$ cat src/verilog/timer_pwm_map.svh
// Register indices, field positions, reset values and counts of the PWM compare block.
`ifndef TIMER_PWM_MAP_SVH
`define TIMER_PWM_MAP_SVH

// ---------------------------------------------------------------
// Register indices; the byte address is four times the index.
// ---------------------------------------------------------------
`define IDX_PANA   32'h40040061
`define IDX_PDIR   32'h40040321
`define IDX_A0     32'h40042A78
`define IDX_B0     32'h40042A7A
`define IDX_A1     32'h40042A88
`define IDX_B1     32'h40042A8A
`define IDX_C0     32'h40042B58
`define IDX_D0     32'h40042B5A
`define IDX_C1     32'h40042B5C
`define IDX_D1     32'h40042B5E
`define IDX_MODE   32'h40042A70
`define IDX_RUN    32'h40042A71
`define IDX_FUNC   32'h40042A72
`define IDX_CCTL   32'h40042A73
`define IDX_INIT   32'h40042A74
`define IDX_PINLVL 32'h40042A75

// ---------------------------------------------------------------
// Reset values and field positions.
// ---------------------------------------------------------------
`define CMP_RST        16'hFFFF
`define PORT_RST       8'hFF
`define MODE_COMP_BIT  4
`define FUNC_DUAL_BIT  2
`define XSEL_UNDERFLOW 2'h3
`define XSEL_MATCH     2'h2
`define CSEL_SYS       3'h0
`define CSEL_DIV2      3'h1
`define CSEL_DIV4      3'h2
`define CSEL_DIV8      3'h3
`define CSEL_DIV32     3'h4
`define ZERO_REQ_MAX   4'hB
`define RESP_OKAY      2'h0
`define RESP_SLVERR    2'h2

`endif

$ cat src/verilog/timer_pwm_pkg.sv
// Types shared by the PWM compare block.
package timer_pwm_pkg;

  // Operating mode of the counter pair.
  typedef enum logic [1:0] {
    MODE_IDLE = 2'b00,
    MODE_COMP = 2'b01,
    MODE_DUAL = 2'b10
  } mode_t;

  // Count direction of the triangle counter.
  typedef enum logic {
    DIR_UP   = 1'b0,
    DIR_DOWN = 1'b1
  } dir_t;

endpackage : timer_pwm_pkg

$ cat src/verilog/cmp_req_gate.sv
// Compare request gate that limits requests for a zero compare value.
`timescale 1ns/1ps
`default_nettype none
`include "timer_pwm_map.svh"

module cmp_req_gate (
  input  wire logic clk_i,
  input  wire logic rst_i,
  input  wire logic start_i,
  input  wire logic match_i,
  input  wire logic zero_i,
  output var  logic req_o
);

  logic [3:0] n_q;    // Requests issued for a zero value since start.
  wire  logic allow;  // Request may pass.

  // A zero value on the fastest clock only fires a fixed burst.
  assign allow = ~zero_i | (n_q != `ZERO_REQ_MAX);

  // ---------------------------------------------------------------
  // Request register and burst counter.
  // ---------------------------------------------------------------
  always_ff @(posedge clk_i or posedge rst_i) begin
    if (rst_i) begin
      n_q   <= 4'h0;
      req_o <= 1'b0;
    end else begin
      req_o <= match_i & allow;
      if (start_i) begin
        n_q <= 4'h0;
      end else if (match_i & zero_i & allow) begin
        n_q <= n_q + 4'h1;
      end
    end
  end
endmodule : cmp_req_gate
`default_nettype wire

$ cat src/verilog/timer_pwm_compare_regs.sv
// Compare registers, counter and pin control of a two-counter PWM timer.
//
// Overview of operation
// - Complementary running locks period and phase registers.
// - First phase register drives first pin pair.
// - Second phase drives counter one A/C.
// - Third phase drives counter one B/D.
// - Counter zero C pin toggles each half.
// - Counter zero C register idle in complementary.
// - Buffers hold next phase change point.
// - Zero compare on fastest clock: eleven requests.
// - Dual mode: A0 sets the period.
// - Dual mode: A1 sets A active point.
// - Dual mode: B0 sets B return point.
// - Dual mode: B1 sets B active point.
// - Dual mode buffers shadow their partner registers.
// - Compare registers are 16 bits, reset FFFF.
// - Direction zero enables the output buffer unless analog select is one.
// - Analog select one makes the pin analog.
// - Port registers are byte wide, reset FF.
// - Complementary transfer on underflow or period match.
`timescale 1ns/1ps
`default_nettype none
`include "timer_pwm_map.svh"

module timer_pwm_compare_regs
  import timer_pwm_pkg::*;
(
  input  wire logic        SYS_CLK_I,
  input  wire logic        SYS_RST_I,
  input  wire logic [33:0] S_AXI_AWADDR_I,
  input  wire logic        S_AXI_AWVALID_I,
  output var  logic        S_AXI_AWREADY_O,
  input  wire logic [31:0] S_AXI_WDATA_I,
  input  wire logic [3:0]  S_AXI_WSTRB_I,
  input  wire logic        S_AXI_WVALID_I,
  output var  logic        S_AXI_WREADY_O,
  output var  logic [1:0]  S_AXI_BRESP_O,
  output var  logic        S_AXI_BVALID_O,
  input  wire logic        S_AXI_BREADY_I,
  input  wire logic [33:0] S_AXI_ARADDR_I,
  input  wire logic        S_AXI_ARVALID_I,
  output var  logic        S_AXI_ARREADY_O,
  output var  logic [31:0] S_AXI_RDATA_O,
  output var  logic [1:0]  S_AXI_RRESP_O,
  output var  logic        S_AXI_RVALID_O,
  input  wire logic        S_AXI_RREADY_I,
  input  wire logic [7:0]  PORT1_I,
  output var  logic [7:0]  PORT1_O,
  output var  logic [7:0]  PORT1_OE_N_O,
  output var  logic [7:0]  PORT1_ANALOG_O,
  output var  logic [3:0]  CMP_REQ_O
);

  // ---------------------------------------------------------------
  // Address decoder: {hit, index}.
  // ---------------------------------------------------------------
  function automatic logic [4:0] dec(input logic [33:0] a);
    logic [4:0] r;
    r = 5'h00;
    unique case (a[33:2])
      `IDX_A0:     r = 5'h10;
      `IDX_B0:     r = 5'h11;
      `IDX_C0:     r = 5'h12;
      `IDX_D0:     r = 5'h13;
      `IDX_A1:     r = 5'h14;
      `IDX_B1:     r = 5'h15;
      `IDX_C1:     r = 5'h16;
      `IDX_D1:     r = 5'h17;
      `IDX_PANA:   r = 5'h18;
      `IDX_PDIR:   r = 5'h19;
      `IDX_MODE:   r = 5'h1A;
      `IDX_RUN:    r = 5'h1B;
      `IDX_FUNC:   r = 5'h1C;
      `IDX_CCTL:   r = 5'h1D;
      `IDX_INIT:   r = 5'h1E;
      `IDX_PINLVL: r = 5'h1F;
      default:     r = 5'h00;
    endcase
    dec = (a[1:0] == 2'h0) ? r : 5'h00;
  endfunction : dec

  // Byte-lane merge of a 16-bit register.
  function automatic logic [15:0] mrg(input logic [15:0] o, input logic [31:0] d,
                                      input logic [3:0] s);
    mrg = {s[1] ? d[15:8] : o[15:8], s[0] ? d[7:0] : o[7:0]};
  endfunction : mrg

  // ---------------------------------------------------------------
  // State.
  // ---------------------------------------------------------------
  logic [33:0] awaddr_q;     // Captured write address.
  logic [31:0] wdata_q;      // Captured write data.
  logic [3:0]  wstrb_q;      // Captured write strobes.
  logic [15:0] cmp_q [8];    // A0 B0 C0 D0 A1 B1 C1 D1.
  logic [7:0]  pana_q;       // port1_analog_select.
  logic [7:0]  pdir_q;       // port1_direction.
  logic [4:0]  mode_q;       // timer_mode_control: comp enable, buffer selects.
  logic [1:0]  run_q;        // timer_run_control: run bits one and zero.
  logic [2:0]  func_q;       // timer_function_control: dual bit, transfer select.
  logic [2:0]  csel_q;       // counter_control: count clock select.
  logic [15:0] init_q;       // Initial count of counter zero.
  logic [7:0]  pin_lvl_q;    // Sampled digital pin levels.
  logic [15:0] cnt_q;        // Counter value.
  dir_t        dir_q;        // Count direction.
  logic [4:0]  pre_q;        // Prescaler.
  logic        tog_q;        // Half-period toggle.
  logic        run_d1_q;     // Run state one cycle ago.
  logic        rd8_q;        // Last read hit a port register.

  // ---------------------------------------------------------------
  // Decode and control wires.
  // ---------------------------------------------------------------
  wire logic [4:0] wdec   = dec(awaddr_q);
  wire logic [4:0] rdec   = dec(S_AXI_ARADDR_I);
  wire logic       do_wr  = ~S_AXI_AWREADY_O & ~S_AXI_WREADY_O & ~S_AXI_BVALID_O;
  wire logic       wr_hit = do_wr & wdec[4];
  wire logic [3:0] widx   = wdec[3:0];
  wire logic       rd_go  = S_AXI_ARVALID_I & S_AXI_ARREADY_O;
  wire mode_t      mode   = func_q[`FUNC_DUAL_BIT] ? MODE_DUAL :
                            mode_q[`MODE_COMP_BIT] ? MODE_COMP : MODE_IDLE;
  wire logic [3:0] bsel   = mode_q[3:0]; // Buffer selects C0 D0 C1 D1.
  wire logic [1:0] xsel   = func_q[1:0]; // complementary_transfer_sel.
  wire logic       locked = (mode == MODE_COMP) & run_q[0] & run_q[1];
  wire logic       run    = run_q[0] & (mode != MODE_IDLE) &
                            ((mode == MODE_DUAL) | run_q[1]);
  wire logic       start  = run & ~run_d1_q;

  // The prescaler runs freely, so the first tick after a start may come early.
  wire logic tick = run & (((csel_q == `CSEL_SYS))              |
                           ((csel_q == `CSEL_DIV2)  & pre_q[0])   |
                           ((csel_q == `CSEL_DIV4)  & &pre_q[1:0]) |
                           ((csel_q == `CSEL_DIV8)  & &pre_q[2:0]) |
                           ((csel_q == `CSEL_DIV32) & &pre_q));

  wire logic comp = (mode == MODE_COMP);
  wire logic dual = (mode == MODE_DUAL);
  // Period match and underflow of the triangle count.
  wire logic top  = tick & comp & (dir_q == DIR_UP) & (cnt_q == cmp_q[0]);
  wire logic bot  = tick & comp & (dir_q == DIR_DOWN) & (cnt_q == init_q);
  wire logic wrap = tick & dual & (cnt_q >= cmp_q[0]);
  wire logic cx   = ((xsel == `XSEL_UNDERFLOW) & bot) |
                    ((xsel == `XSEL_MATCH) & top);
  wire logic ev   = cx | wrap;

  // Buffer transfers into A0, B0, A1, B1; C0 never moves in complementary mode.
  wire logic [7:0] xfr = {2'b00, ev & bsel[3], ev & bsel[2],
                          2'b00, ev & bsel[1], wrap & bsel[0]};

  // Phase comparisons.
  wire logic ph0    = cnt_q > cmp_q[1];
  wire logic ph1    = cnt_q > cmp_q[4];
  wire logic ph2    = cnt_q > cmp_q[5];
  wire logic a1_hit = cnt_q >= cmp_q[4];
  wire logic d_a    = a1_hit;
  wire logic d_b    = (cnt_q >= cmp_q[5]) & (cnt_q < cmp_q[1]);
  wire logic c0_nx  = tog_q ^ (top | bot);

  wire logic [7:0] pin_d = comp ? {~ph2, ~ph1, ph2, ph1, ~ph0, c0_nx, ph0, 1'b0} :
                           dual ? {6'h00, d_b, d_a} : 8'h00;

  // ---------------------------------------------------------------
  // Write channel: address and data taken in either order.
  // ---------------------------------------------------------------
  always_ff @(posedge SYS_CLK_I or posedge SYS_RST_I) begin
    if (SYS_RST_I) begin
      S_AXI_AWREADY_O <= 1'b1;
      S_AXI_WREADY_O  <= 1'b1;
      S_AXI_BVALID_O  <= 1'b0;
      S_AXI_BRESP_O   <= `RESP_OKAY;
      awaddr_q        <= 34'h0;
      wdata_q         <= 32'h0;
      wstrb_q         <= 4'h0;
    end else begin
      if (S_AXI_AWVALID_I & S_AXI_AWREADY_O) begin
        awaddr_q        <= S_AXI_AWADDR_I;
        S_AXI_AWREADY_O <= 1'b0;
      end
      if (S_AXI_WVALID_I & S_AXI_WREADY_O) begin
        wdata_q        <= S_AXI_WDATA_I;
        wstrb_q        <= S_AXI_WSTRB_I;
        S_AXI_WREADY_O <= 1'b0;
      end
      if (do_wr) begin
        // A refused write still answers OKAY; only an unmapped or unaligned one errs.
        S_AXI_BVALID_O <= 1'b1;
        S_AXI_BRESP_O  <= wdec[4] ? `RESP_OKAY : `RESP_SLVERR;
      end else if (S_AXI_BVALID_O & S_AXI_BREADY_I) begin
        S_AXI_BVALID_O  <= 1'b0;
        S_AXI_AWREADY_O <= 1'b1;
        S_AXI_WREADY_O  <= 1'b1;
      end
    end
  end

  // ---------------------------------------------------------------
  // Compare registers: bus write first, else buffer transfer.
  // ---------------------------------------------------------------
  for (genvar k = 0; k < 8; k++) begin : g_cmp
    // A and B registers are refused while both counters run in complementary mode.
    wire logic we = wr_hit & (widx == 4'(k)) & ~(locked & ~k[1]);
    always_ff @(posedge SYS_CLK_I or posedge SYS_RST_I) begin
      if (SYS_RST_I) begin
        cmp_q[k] <= `CMP_RST;
      end else if (we) begin
        cmp_q[k] <= mrg(cmp_q[k], wdata_q, wstrb_q);
      end else if (xfr[k]) begin
        cmp_q[k] <= cmp_q[k ^ 2];
      end
    end
  end

  // ---------------------------------------------------------------
  // Control and port registers; byte-wide ones take lane zero only.
  // ---------------------------------------------------------------
  wire logic bw = wr_hit & wstrb_q[0];

  always_ff @(posedge SYS_CLK_I or posedge SYS_RST_I) begin
    if (SYS_RST_I) begin
      pana_q <= `PORT_RST;
      pdir_q <= `PORT_RST;
      mode_q <= 5'h00;
      run_q  <= 2'h0;
      func_q <= 3'h0;
      csel_q <= `CSEL_SYS;
      init_q <= 16'h0000;
    end else begin
      if (bw & (widx == 4'h8)) pana_q <= wdata_q[7:0];
      if (bw & (widx == 4'h9)) pdir_q <= wdata_q[7:0];
      if (bw & (widx == 4'hA)) mode_q <= wdata_q[4:0];
      if (bw & (widx == 4'hB)) run_q  <= wdata_q[1:0];
      if (bw & (widx == 4'hC)) func_q <= wdata_q[2:0];
      if (bw & (widx == 4'hD)) csel_q <= wdata_q[2:0];
      if (wr_hit & (widx == 4'hE)) init_q <= mrg(init_q, wdata_q, wstrb_q);
    end
  end

  // ---------------------------------------------------------------
  // Counter, prescaler and half-period toggle.
  // ---------------------------------------------------------------
  always_ff @(posedge SYS_CLK_I or posedge SYS_RST_I) begin
    if (SYS_RST_I) begin
      cnt_q    <= 16'h0000;
      dir_q    <= DIR_UP;
      pre_q    <= 5'h00;
      tog_q    <= 1'b0;
      run_d1_q <= 1'b0;
    end else begin
      pre_q    <= pre_q + 5'h01;
      run_d1_q <= run;
      tog_q    <= c0_nx;
      if (start) begin
        cnt_q <= comp ? init_q : 16'h0000;
        dir_q <= DIR_UP;
      end else if (top) begin
        cnt_q <= cnt_q - 16'h0001;
        dir_q <= DIR_DOWN;
      end else if (bot) begin
        cnt_q <= cnt_q + 16'h0001;
        dir_q <= DIR_UP;
      end else if (tick) begin
        // Dual mode restarts from zero after the period value.
        cnt_q <= wrap ? 16'h0000 :
                 (comp & (dir_q == DIR_DOWN)) ? cnt_q - 16'h0001 : cnt_q + 16'h0001;
      end
    end
  end

  // ---------------------------------------------------------------
  // Pins: timer levels, buffer enables and analog selects.
  // ---------------------------------------------------------------
  always_ff @(posedge SYS_CLK_I or posedge SYS_RST_I) begin
    if (SYS_RST_I) begin
      PORT1_O        <= 8'h00;
      PORT1_OE_N_O   <= 8'hFF;
      PORT1_ANALOG_O <= `PORT_RST;
      pin_lvl_q      <= 8'h00;
    end else begin
      PORT1_O        <= pin_d;
      PORT1_OE_N_O   <= pdir_q | pana_q;
      PORT1_ANALOG_O <= pana_q;
      pin_lvl_q      <= PORT1_I & ~pana_q;
    end
  end

  // ---------------------------------------------------------------
  // Read channel: one cycle from address to data.
  // ---------------------------------------------------------------
  logic [31:0] rd_word; // Word selected by the read index.

  always_comb begin
    rd_word = 32'h0000_0000;
    if (!rdec[3]) begin
      rd_word = {16'h0000, cmp_q[rdec[2:0]]};
    end else begin
      unique case (rdec[2:0])
        3'h0: rd_word = {24'h0, pana_q};
        3'h1: rd_word = {24'h0, pdir_q};
        3'h2: rd_word = {27'h0, mode_q};
        3'h3: rd_word = {30'h0, run_q};
        3'h4: rd_word = {29'h0, func_q};
        3'h5: rd_word = {29'h0, csel_q};
        3'h6: rd_word = {16'h0, init_q};
        3'h7: rd_word = {24'h0, pin_lvl_q};
      endcase
    end
  end

  always_ff @(posedge SYS_CLK_I or posedge SYS_RST_I) begin
    if (SYS_RST_I) begin
      S_AXI_ARREADY_O <= 1'b1;
      S_AXI_RVALID_O  <= 1'b0;
      S_AXI_RDATA_O   <= 32'h0;
      S_AXI_RRESP_O   <= `RESP_OKAY;
      rd8_q           <= 1'b0;
    end else if (rd_go) begin
      S_AXI_ARREADY_O <= 1'b0;
      S_AXI_RVALID_O  <= 1'b1;
      S_AXI_RDATA_O   <= rdec[4] ? rd_word : 32'h0;
      S_AXI_RRESP_O   <= rdec[4] ? `RESP_OKAY : `RESP_SLVERR;
      rd8_q           <= rdec[4] & (rdec[3:1] == 3'h4);
    end else if (S_AXI_RVALID_O & S_AXI_RREADY_I) begin
      S_AXI_RVALID_O  <= 1'b0;
      S_AXI_ARREADY_O <= 1'b1;
    end
  end

  // ---------------------------------------------------------------
  // Compare requests to the event link, one gate per channel.
  // ---------------------------------------------------------------
  wire logic [15:0] rv [4];
  assign rv[0] = cmp_q[0];
  assign rv[1] = cmp_q[1];
  assign rv[2] = cmp_q[4];
  assign rv[3] = cmp_q[5];

  for (genvar j = 0; j < 4; j++) begin : g_req
    cmp_req_gate u_gate (
      .clk_i   (SYS_CLK_I),
      .rst_i   (SYS_RST_I),
      .start_i (start),
      // The start cycle still holds the stale count, so it never matches.
      .match_i (tick & ~start & (cnt_q == rv[j])),
      .zero_i  ((csel_q == `CSEL_SYS) & (rv[j] == 16'h0000)),
      .req_o   (CMP_REQ_O[j])
    );
  end
endmodule : timer_pwm_compare_regs
`default_nettype wire

$ cat config.mk
export PLATFORM = sky130hd
export DESIGN_NAME = timer_pwm_compare_regs
export DESIGN_NICKNAME = d
export VERILOG_FILES = /design/src/verilog/timer_pwm_pkg.sv /design/src/verilog/cmp_req_gate.sv /design/src/verilog/timer_pwm_compare_regs.sv
export VERILOG_INCLUDE_DIRS = /design/src /design/src/verilog
export SDC_FILE = /design/constraint.sdc
export NUM_CORES = 1
export LEC_CHECK = 0
export BUFFER_PORTS_ARGS = -buffer_cell sky130_fd_sc_hd__buf_2
export CORE_MARGIN = 1.5
export CORE_UTILIZATION = 60
export CTS_CLUSTER_DIAMETER = 100
export DETAILED_ROUTE_END_ITERATION = 8
export PLACE_DENSITY = 0.81
export SYNTH_ARGS = -nofsm -noshare
export SYNTH_HDL_FRONTEND = slang
export SYNTH_HIERARCHICAL = 1
export SYNTH_SLANG_ARGS = --single-unit
$ cat constraint.sdc
create_clock -name SYS_CLK_I -period 21.8 [get_ports SYS_CLK_I]
set_input_delay 1.09 -clock SYS_CLK_I [delete_from_list [all_inputs] [get_ports SYS_CLK_I]]
set_output_delay 1.09 -clock SYS_CLK_I [all_outputs]
set_load 0.005 [all_outputs]
; ---- After elaboration in Yosys (flattened, before gate mapping)
; Cells that the tools add are included.
[totals]
regBits = 342
word_cells = 349
out_inout_bits = 69
[classes]
n_eq_ne = 78
muxes = 56
reduce_logical = 43
order_cmp = 8
bitwise_logic = 105
add_sub_neg = 7
[op_table]
columns = cell, n
row1 = $eq A32 B31 Y1 const B, 32
row2 = $mux W16, 17
row3 = $pmux W32 S8, 1
row4 = $pmux W5 S16, 2
row5 = $eq A16 B16 Y1, 5
row6 = $and A1 B1 Y1, 74
row7 = $logic_not A16 Y1, 4
row8 = $mux W32, 2
row9 = $bmux W16 S3, 1
row10 = $ge A16 B16 Y1, 3
row11 = $gt A16 B16 Y1, 3
row12 = $reduce_and A2 Y1, 19
row13 = $mux W4, 8
row14 = $eq A4 B4 Y1 const B, 7
row15 = $mux W8, 3
row16 = $reduce_bool A2 Y1, 11
row17 = $add A16 B1 Y16 const B, 1
row18 = $add A4 B1 Y4 const B, 4
row19 = $eq A4 B3 Y1 const B, 4
row20 = $lt A16 B16 Y1, 1
row21 = $mux W1, 16
row22 = $ne A2 B2 Y1 const B, 8
row23 = $ne A4 B4 Y1 const B, 4
row24 = $sub A16 B1 Y16 const B, 1
row25 = other kinds (25), 66

; ---- Longest topological paths before layout
; Gate-level depths: netlist of the first run.
[logic_depth]
ltp_word = 16
depth_mapped = 13

; ---- Hierarchy
; Netlist of the first run, hierarchy kept.
[modules_own_cells]
columns = module, n_inst, seq_area_each_um2, area_each_um2, cells_per_inst
row1 = timer_pwm_compare_regs, 1, 7811.2, 17469.3, 1619
row2 = cmp_req_gate, 4, 125.1, 262.8, 25

; ---- Worst setup path before layout of the first run
; Ideal clock, no wire load.
[synth_path]
kind = input to register
startpoint = in S_AXI_ARADDR_I[7]
endpoint = reg S_AXI_RDATA_O[6]
setup_ns = 0.134
path_stages = 9
arrival_ns = 3.509
t_required_ns = 21.666
path_slack_ns = 18.156
path_cell_list = or4b_1 > a2111oi_0 > o21ai_1 > a31oi_2 > buf_2 > mux2i_1 > a21oi_1 > a2111oi_0 > nor3_1
[synth_via]
elab_chain_len = 9
elab_cells_between_ends = 33
[synth_rtl]
columns = element, line
row1 = start: declaration, timer_pwm_compare_regs.sv:41  ; input wire logic [33:0] S_AXI_ARADDR_I,
row2 = $eq A32 B31 Y1, timer_pwm_compare_regs.sv:61  ; unique case (a[33:2])
row3 = $pmux W5 S16 (*), timer_pwm_compare_regs.sv:61
row4 = $mux W5 (*), timer_pwm_compare_regs.sv:80  ; dec = (a[1:0] == 2'h0) ? r : 5'h00;
row5 = $not A3 Y4 (implied by the code), timer_pwm_compare_regs.sv:294  ; rd_word = {16'h0000, cmp_q[rdec[2:0]]};
row6 = $bmux W16 S3, timer_pwm_compare_regs.sv:294
row7 = $mux W16 (implied by the code) (2 in series), timer_pwm_compare_regs.sv:294
row8 = $mux W32, timer_pwm_compare_regs.sv:293  ; if (!rdec[3]) begin
row9 = $mux W32 (*), timer_pwm_compare_regs.sv:319  ; S_AXI_RDATA_O <= rdec[4] ? rd_word : 32'h0;
row10 = end signal: assignment, timer_pwm_compare_regs.sv:319
row11 = end: declaration, timer_pwm_compare_regs.sv:44  ; output var logic [31:0] S_AXI_RDATA_O,
; Mark *: on every way between the ends. The rest lies on a longest branch, timed or not. The select of a mux whose other input is x is not followed.
; A chain may end at the register's enable or synchronous reset.

; ---- Worst setup path after layout of the first run
; Same ends and word-level chain as after synthesis.

==> flow_metrics.tcl, run 1 <==
set metrics [dict create \
    fillCellCount 2310 \
    combPwrFrac_pct 9.6 \
    nets 2042 \
    crit_path_start_kind "input port" \
    wl_met3_um 5150 \
    fmax_ghz 0.237 \
    cts_setup_buffers 0 \
    hp-class "flip-flop to flip-flop" \
    hold_viol_final 0 \
    yosys-top-cells-area "dfstp_2, dfrtp_1, mux2_2" \
    place_hpwl_um 39500 \
    slowest_delay_ps 720 \
    final_cell_mix "dfstp_2, dfrtp_1, buf_2" \
    cellPowerDensity_nw_per_um2 74.3 \
    cts_tree "done" \
    viasPerCell 6.64 \
    wirelength_um 53800 \
    cp_top_family "simple AND/OR/NAND/NOR gates" \
    gr-usage-all-layers_pct 34.3 \
    syn_inst 1719 \
    yosysWarnings 6 \
    p_int_w 0.00111 \
    cap_violations 0 \
    cts_inserted_buffers 37 \
    wl_met1_um 21500 \
    clkLatencyLatePin_ps 530 \
    wl_per_cell_um 23.7 \
    rsz0062_at_grt "false" \
    rr_startpoint "cnt_q[0]" \
    drcViolationCount 0 \
    io_pins 188 \
    rr_endpoint "cmp_q[110]" \
    start_util_pct 60.7 \
    instances_no_fill 2273 \
    synth_area_um2 18500 \
    critPathCapture "S_AXI_RDATA_O[6]" \
    topRoutingLayerUsed "met5" \
    fin_worst_skew_ps 26.3 \
    h-tree-depth 2 \
    ff2ff_setup_slack_ps 17660 \
    core_area_um2 30500 \
    gr-total-overflow 0 \
    drtAntennaViolNets 0 \
    final_common_cell "dfstp_2" \
    holdBufCountCts 0 \
    die_h_um 179 \
    clk_pin_slew_ps 60 \
    cts_resized 0 \
    dr.pass1.iters 7 \
    p_seq_share_pct 49.9 \
    path_depth 10 \
    slew_viol_final 0 \
    slew_headroom_pct 7.77 \
    regArea_um2 8310 \
    dieArea_um2 31900 \
    switching_power_w 0.000430 \
    async_flop_share_pct 100 \
    setup_viol 0 \
    synth_top_area_share_pct 23.1 \
    cts_root_buffer "clkbuf_16" \
    grt_pass1_wl_um 83600 \
    drt_iter0_markers 1688 \
    dr_total_vias 15100 \
    drive_above_1_share_pct 32.6 \
    end_kind "flip-flop" \
    final_area_um2 20800 \
    cp-startpoint "S_AXI_ARADDR_I[7]" \
    cts_buffer_depth 3 \
    area_growth_pct 12.2 \
    power_w 0.00154 \
    cts_sinks 324 \
    yosys.cell_types.count 93 \
    setup_tns_ps 0 \
    period_share_pct 19.3 \
    antenna_found_initial 2 \
    synth_ff_type "dfstp_2" \
    finalCriticalPeriod_ps 4210 \
    critPathArrivalTime_ps 4620 \
    path_cells "buf_2 -> or4b_1 -> a2111oi_0 -> o21ai_1 -> a31oi_4 -> buf_4 -> nand2b_1 -> nor2_1 -> a221oi_1 -> nor3_1" \
    ir_drop_v 0.0000864 \
    synth.largest_area_cell "dfstp_2" \
    swShare_pct 27.9 \
    tightest_slew_ps 1380 \
    crit_required_ps 22200 \
    clockPowerShare_pct 40.5 \
    reg2reg_depth 11 \
    dp_cells 2207 \
    slowest_stage "nand2b_1" \
    critPathBufInv 2 \
    synth_edf_count 0 \
    diodes 0 \
    synth_area_per_cell_um2 10.8 \
    grt_max_degree 168 \
    placementRows 64 \
    yosys_register_bits 324 \
    dieWidth_um 179 \
    gp_congestion 0.972 \
    ys_seq_area_share_pct 44.9 \
    io_buffer_count 151 \
    crit_fanout 37 \
    path_class "input port to flip-flop" \
    grt_pass1_vias 15000 \
    met2_length_um 24300 \
    leakagePower_nw 9.12 \
    outcome "completed" \
    multi_input_area_um2 9510 \
    place_area_um2 19600 \
]
-- worst register-to-register path, stage by stage (launching register included) --
cell,delay (ps)
dfrtp_1,460
inv_1,220
ha_1,340
nand4_1,140
nor4_1,260
buf_4,210
o2111ai_1,230
o32ai_1,480
a22oi_1,210
nor2_1,1100
a22o_1,330
a21o_1,110
-- through the flow --
stage               hold slack [ps]  util [%]  worst slack (ps)
detailed placement              384      64.1             17240
CTS                             393      68.1             17720
finish                          393      68.1             17590
global placement                380      64.1             17390
floorplan                       369         -             12580
global route                    398      68.1             17460
-- synth_stat cells (30+ instances only) --
cell type  number
inv_1          91
nand3_1        40
clkbuf_1       55
dfstp_2       163
nor2_1         74
o21ai_0        43
ha_1           73
mux2_2        127
mux2i_1        41
or3_1          30
nor3_1         39
a21oi_1        56
dfrtp_1       161
nand2_1        79
nor4_1         42
-- flip-flops by register name, indices dropped and copies added, names as in the netlist, 8 cells and up --
signal / cells
PORT1_ANALOG_O: 8
PORT1_O: 8
PORT1_OE_N_O: 8
S_AXI_RDATA_O: 16
awaddr_q: 34
cmp_q: 128
cnt_q: 16
g_req.u_gate/n_q: 16
init_q: 16
pana_q: 8
pdir_q: 8
pin_lvl_q: 8
wdata_q: 16
-- worst min-delay path by stage --
stage	from	to	slack, ps	cells after the start
2_1_floorplan	pana_q[1]	PORT1_ANALOG_O[1]	370	0
3_3_place_gp	pana_q[3]	PORT1_ANALOG_O[3]	380	0
3_5_place_dp	pana_q[7]	PORT1_ANALOG_O[7]	380	0
4_1_cts	pana_q[5]	PORT1_ANALOG_O[5]	390	0
5_1_grt	pana_q[5]	PORT1_ANALOG_O[5]	400	0
6_report	pana_q[5]	PORT1_ANALOG_O[5]	390	0
-- power groups by stage --
stage | Sequential [W] | Clock, W | Combinational (W)
global placement | 0.000770 | 0 | 0.000141
global route | 0.000778 | 0.000657 | 0.000164
finish | 0.000770 | 0.000625 | 0.000148
detailed placement | 0.000774 | 0 | 0.000148
floorplan | 0.000698 | 0 | 0.000153
CTS | 0.000765 | 0.000633 | 0.000149
-- layer usage --
layer	up-vias	global-route usage, %
met5	-	0
met4	4	16.9
met3	176	7.63
met2	788	53.7
met1	7429	45.0
li1	6700	-
-- kinds of logic (layout without fill, tap and decap cells) --
logic type,Yosys count,count (layout),synth area share (%)
and+or+nand+nor,521,521,16.1
AOI/OAI and AO/OA,382,382,15.7
DFF,324,324,44.9
muxes,215,215,13.2
buffers and inverters,183,324,4.26
adders and majority gates,73,73,4.93
xor gates and xnor gates,20,20,0.946
other,1,18,0.0202
-- layout make-up --
cell class                      instances  share of cell area, %
Timing Repair Buffer                  167                   4.28
Clock inverter                          7                  0.632
Inverter                               91                   1.68
Clock buffer                           59                   5.25
Sequential cell                       324                   40.0
Tap cell                              396                   2.39
Multi-Input combinational cell       1229                   45.8
Power figures use the tool's default switching activity.
==> inputs of run 2 (changes only) <==
--- a/config.mk
+++ b/config.mk
@@ -8,10 +8,10 @@
 export LEC_CHECK = 0
 export BUFFER_PORTS_ARGS = -buffer_cell sky130_fd_sc_hd__buf_2
 export CORE_MARGIN = 1.5
-export CORE_UTILIZATION = 60
+export CORE_UTILIZATION = 54
 export CTS_CLUSTER_DIAMETER = 100
 export DETAILED_ROUTE_END_ITERATION = 8
-export PLACE_DENSITY = 0.81
+export PLACE_DENSITY = 0.77
 export SYNTH_ARGS = -nofsm -noshare
 export SYNTH_HDL_FRONTEND = slang
 export SYNTH_HIERARCHICAL = 1
==> constraint.sdc (replaced) <==
create_clock -name SYS_CLK_I -period 3.8 [get_ports SYS_CLK_I]
set_input_delay 0.19 -clock SYS_CLK_I [delete_from_list [all_inputs] [get_ports SYS_CLK_I]]
set_output_delay 0.19 -clock SYS_CLK_I [all_outputs]
set_load 0.005 [all_outputs]
==> run 2 against run 1 <==
Effect of this change: die area is 11% higher; sequential share of layout area is 2.5 points lower; register-to-register slack worse by 17000 ps; worst hold slack worse by 250 ps; clock-buffer cell count is 1 lower; critical endpoint is now cmp_q[32]; non-clock buffer count is 134 higher; critical path type is now flip-flop to flip-flop; final area is 6.8% higher; combinational power grew to 6.4 times the previous value; sequential power grew to 5.8 times the previous value; setup slack worse by 17000 ps.
==> flow_metrics.tcl, run 2 (synthesized netlist as in run 1, its figures left out) <==
set metrics [dict create \
    outcome "completed" \
    die_h_um 188 \
    cellPowerDensity_nw_per_um2 417 \
    cts_setup_buffers 0 \
    cpMostUsedCell "or4_4" \
    hp-class "input port to async pin" \
    gp_congestion 0.959 \
    top_regs "cmp_q (128), awaddr_q (34)" \
    dr_total_vias 15600 \
    finalCriticalPeriod_ps 3530 \
    largest_register "cmp_q" \
    path_cells "or4_4 -> or4_4 -> nor3_2 -> nor4_1 -> nor4_2 -> buf_4 -> nand2_2 -> o221a_1" \
    power_w 0.00924 \
    slowest_delay_ps 670 \
    period_share_pct 93.0 \
    cts_buffer_depth 3 \
    drive_above_1_share_pct 34.0 \
    wl_per_cell_um 23.2 \
    crit_path_start_kind "flip-flop" \
    h-tree-depth 2 \
    cap_violations 0 \
    grt_pass1_wl_um 89000 \
    grt_max_degree 82 \
    gr-total-overflow 0 \
    whs_ps 146 \
    slew_headroom_pct 37.1 \
    place_hpwl_um 41800 \
    postLayoutCoreUtil_pct 66.0 \
    viasPerCell 6.32 \
    place_area_um2 20200 \
    final_cell_mix "dfstp_2, dfrtp_1, buf_2" \
    crit_required_ps 4270 \
    gr-usage-all-layers_pct 32.3 \
    drt_iter0_markers 1556 \
    path_class "flip-flop to flip-flop" \
    cts_inserted_buffers 37 \
    grt_pass1_vias 15700 \
    clk_pin_slew_ps 60 \
    cts_resized 0 \
    io_pins 188 \
    cts_tree "done" \
    diodes 0 \
    cts_sinks 324 \
    dr.pass1.iters 6 \
    end_kind "flip-flop" \
    antenna_found_initial 0 \
    area_growth_pct 19.7 \
    slew_viol_final 0 \
    setup_viol 0 \
    slowest_stage "nor4_2" \
    dieArea_um2 35400 \
    placementRows 67 \
    leakagePower_nw 9.81 \
    fmax_ghz 0.283 \
    dieWidth_um 188 \
    fin_worst_skew_ps 25.3 \
    hold_viol_final 0 \
    drtAntennaViolNets 0 \
    wirelength_um 57100 \
    io_buffer_count 151 \
    clkLatencyLatePin_ps 550 \
    crit_fanout 10 \
    nets 2176 \
    tightest_slew_ps 942 \
    final_area_um2 22200 \
    drcViolationCount 0 \
    core_area_um2 33600 \
    final_common_cell "dfstp_2" \
    largest_reg_flops 128 \
    critPathArrivalTime_ps 4000 \
    start_util_pct 55.1 \
    cts_root_buffer "clkbuf_16" \
    ir_drop_v 0.000492 \
    rsz0062_at_grt "false" \
]
## run 2: cell type report
cell class	instances	area [µm²]
Fill cell	2548	11400
Multi-Input combinational cell	1229	9510
Sequential cell	324	8310
Timing Repair Buffer	301	2110
Clock buffer	58	1150
Tap cell	448	561
Inverter	91	345
Clock inverter	10	190
## run 2: critical path, delay by kind of cell, from the launching register on
family	cells	cell delay [ps]
compound gates	1	290
buf+inv	1	300
flops	1	390
simple gates	6	2480
## run 2: path summary, 6_finish.rpt
kind / start / end / slack, ps / cells past startpoint
min in group SYS_CLK_I: S_AXI_ARADDR_I[1] / S_AXI_RDATA_O[3] / 370 / 6
setup reg to reg: awaddr_q[12] / cmp_q[32] / 270 / 8
setup / recovery: awaddr_q[12] / cmp_q[32] / 270 / 8
hold / removal: SYS_RST_I / g_req[2].u_gate/n_q[1] / 150 / 3
hold reg to reg: pana_q[4] / PORT1_ANALOG_O[4] / 390 / 0
max in group asynchronous: SYS_RST_I / cmp_q[97] / 2480 / 4
## run 2: metal layers
metal,GRT usage (%),vias up,routed length (µm)
li1,-,6960,-
met1,43.7,7679,23400
met2,51.1,767,26000
met3,6.24,147,5350
met4,13.4,0,2410
met5,0,-,0
## run 2: power by group
group	leakage, nW	switching (W)	internal [W]
clock	0.651	0.00148	0.00237
sequential	3.78	0.000675	0.00377
combinational	5.38	0.000439	0.000504
## run 2: what timing repair did
item / in CTS / in global routing
endpoints found under the setup margin: 0 / 0
hold endpoints to repair: 113 / 0
hold buffers: 68 / 0
## run 2: through the flow
stage	setup TNS, ps	setup slack [ps]	instances
after floorplan	-42290	-300	1736
after global placement	0	401	2325
after detailed placement	0	349	2325
after CTS	0	322	2461
after global routing	0	113	2461
final	0	266	2461
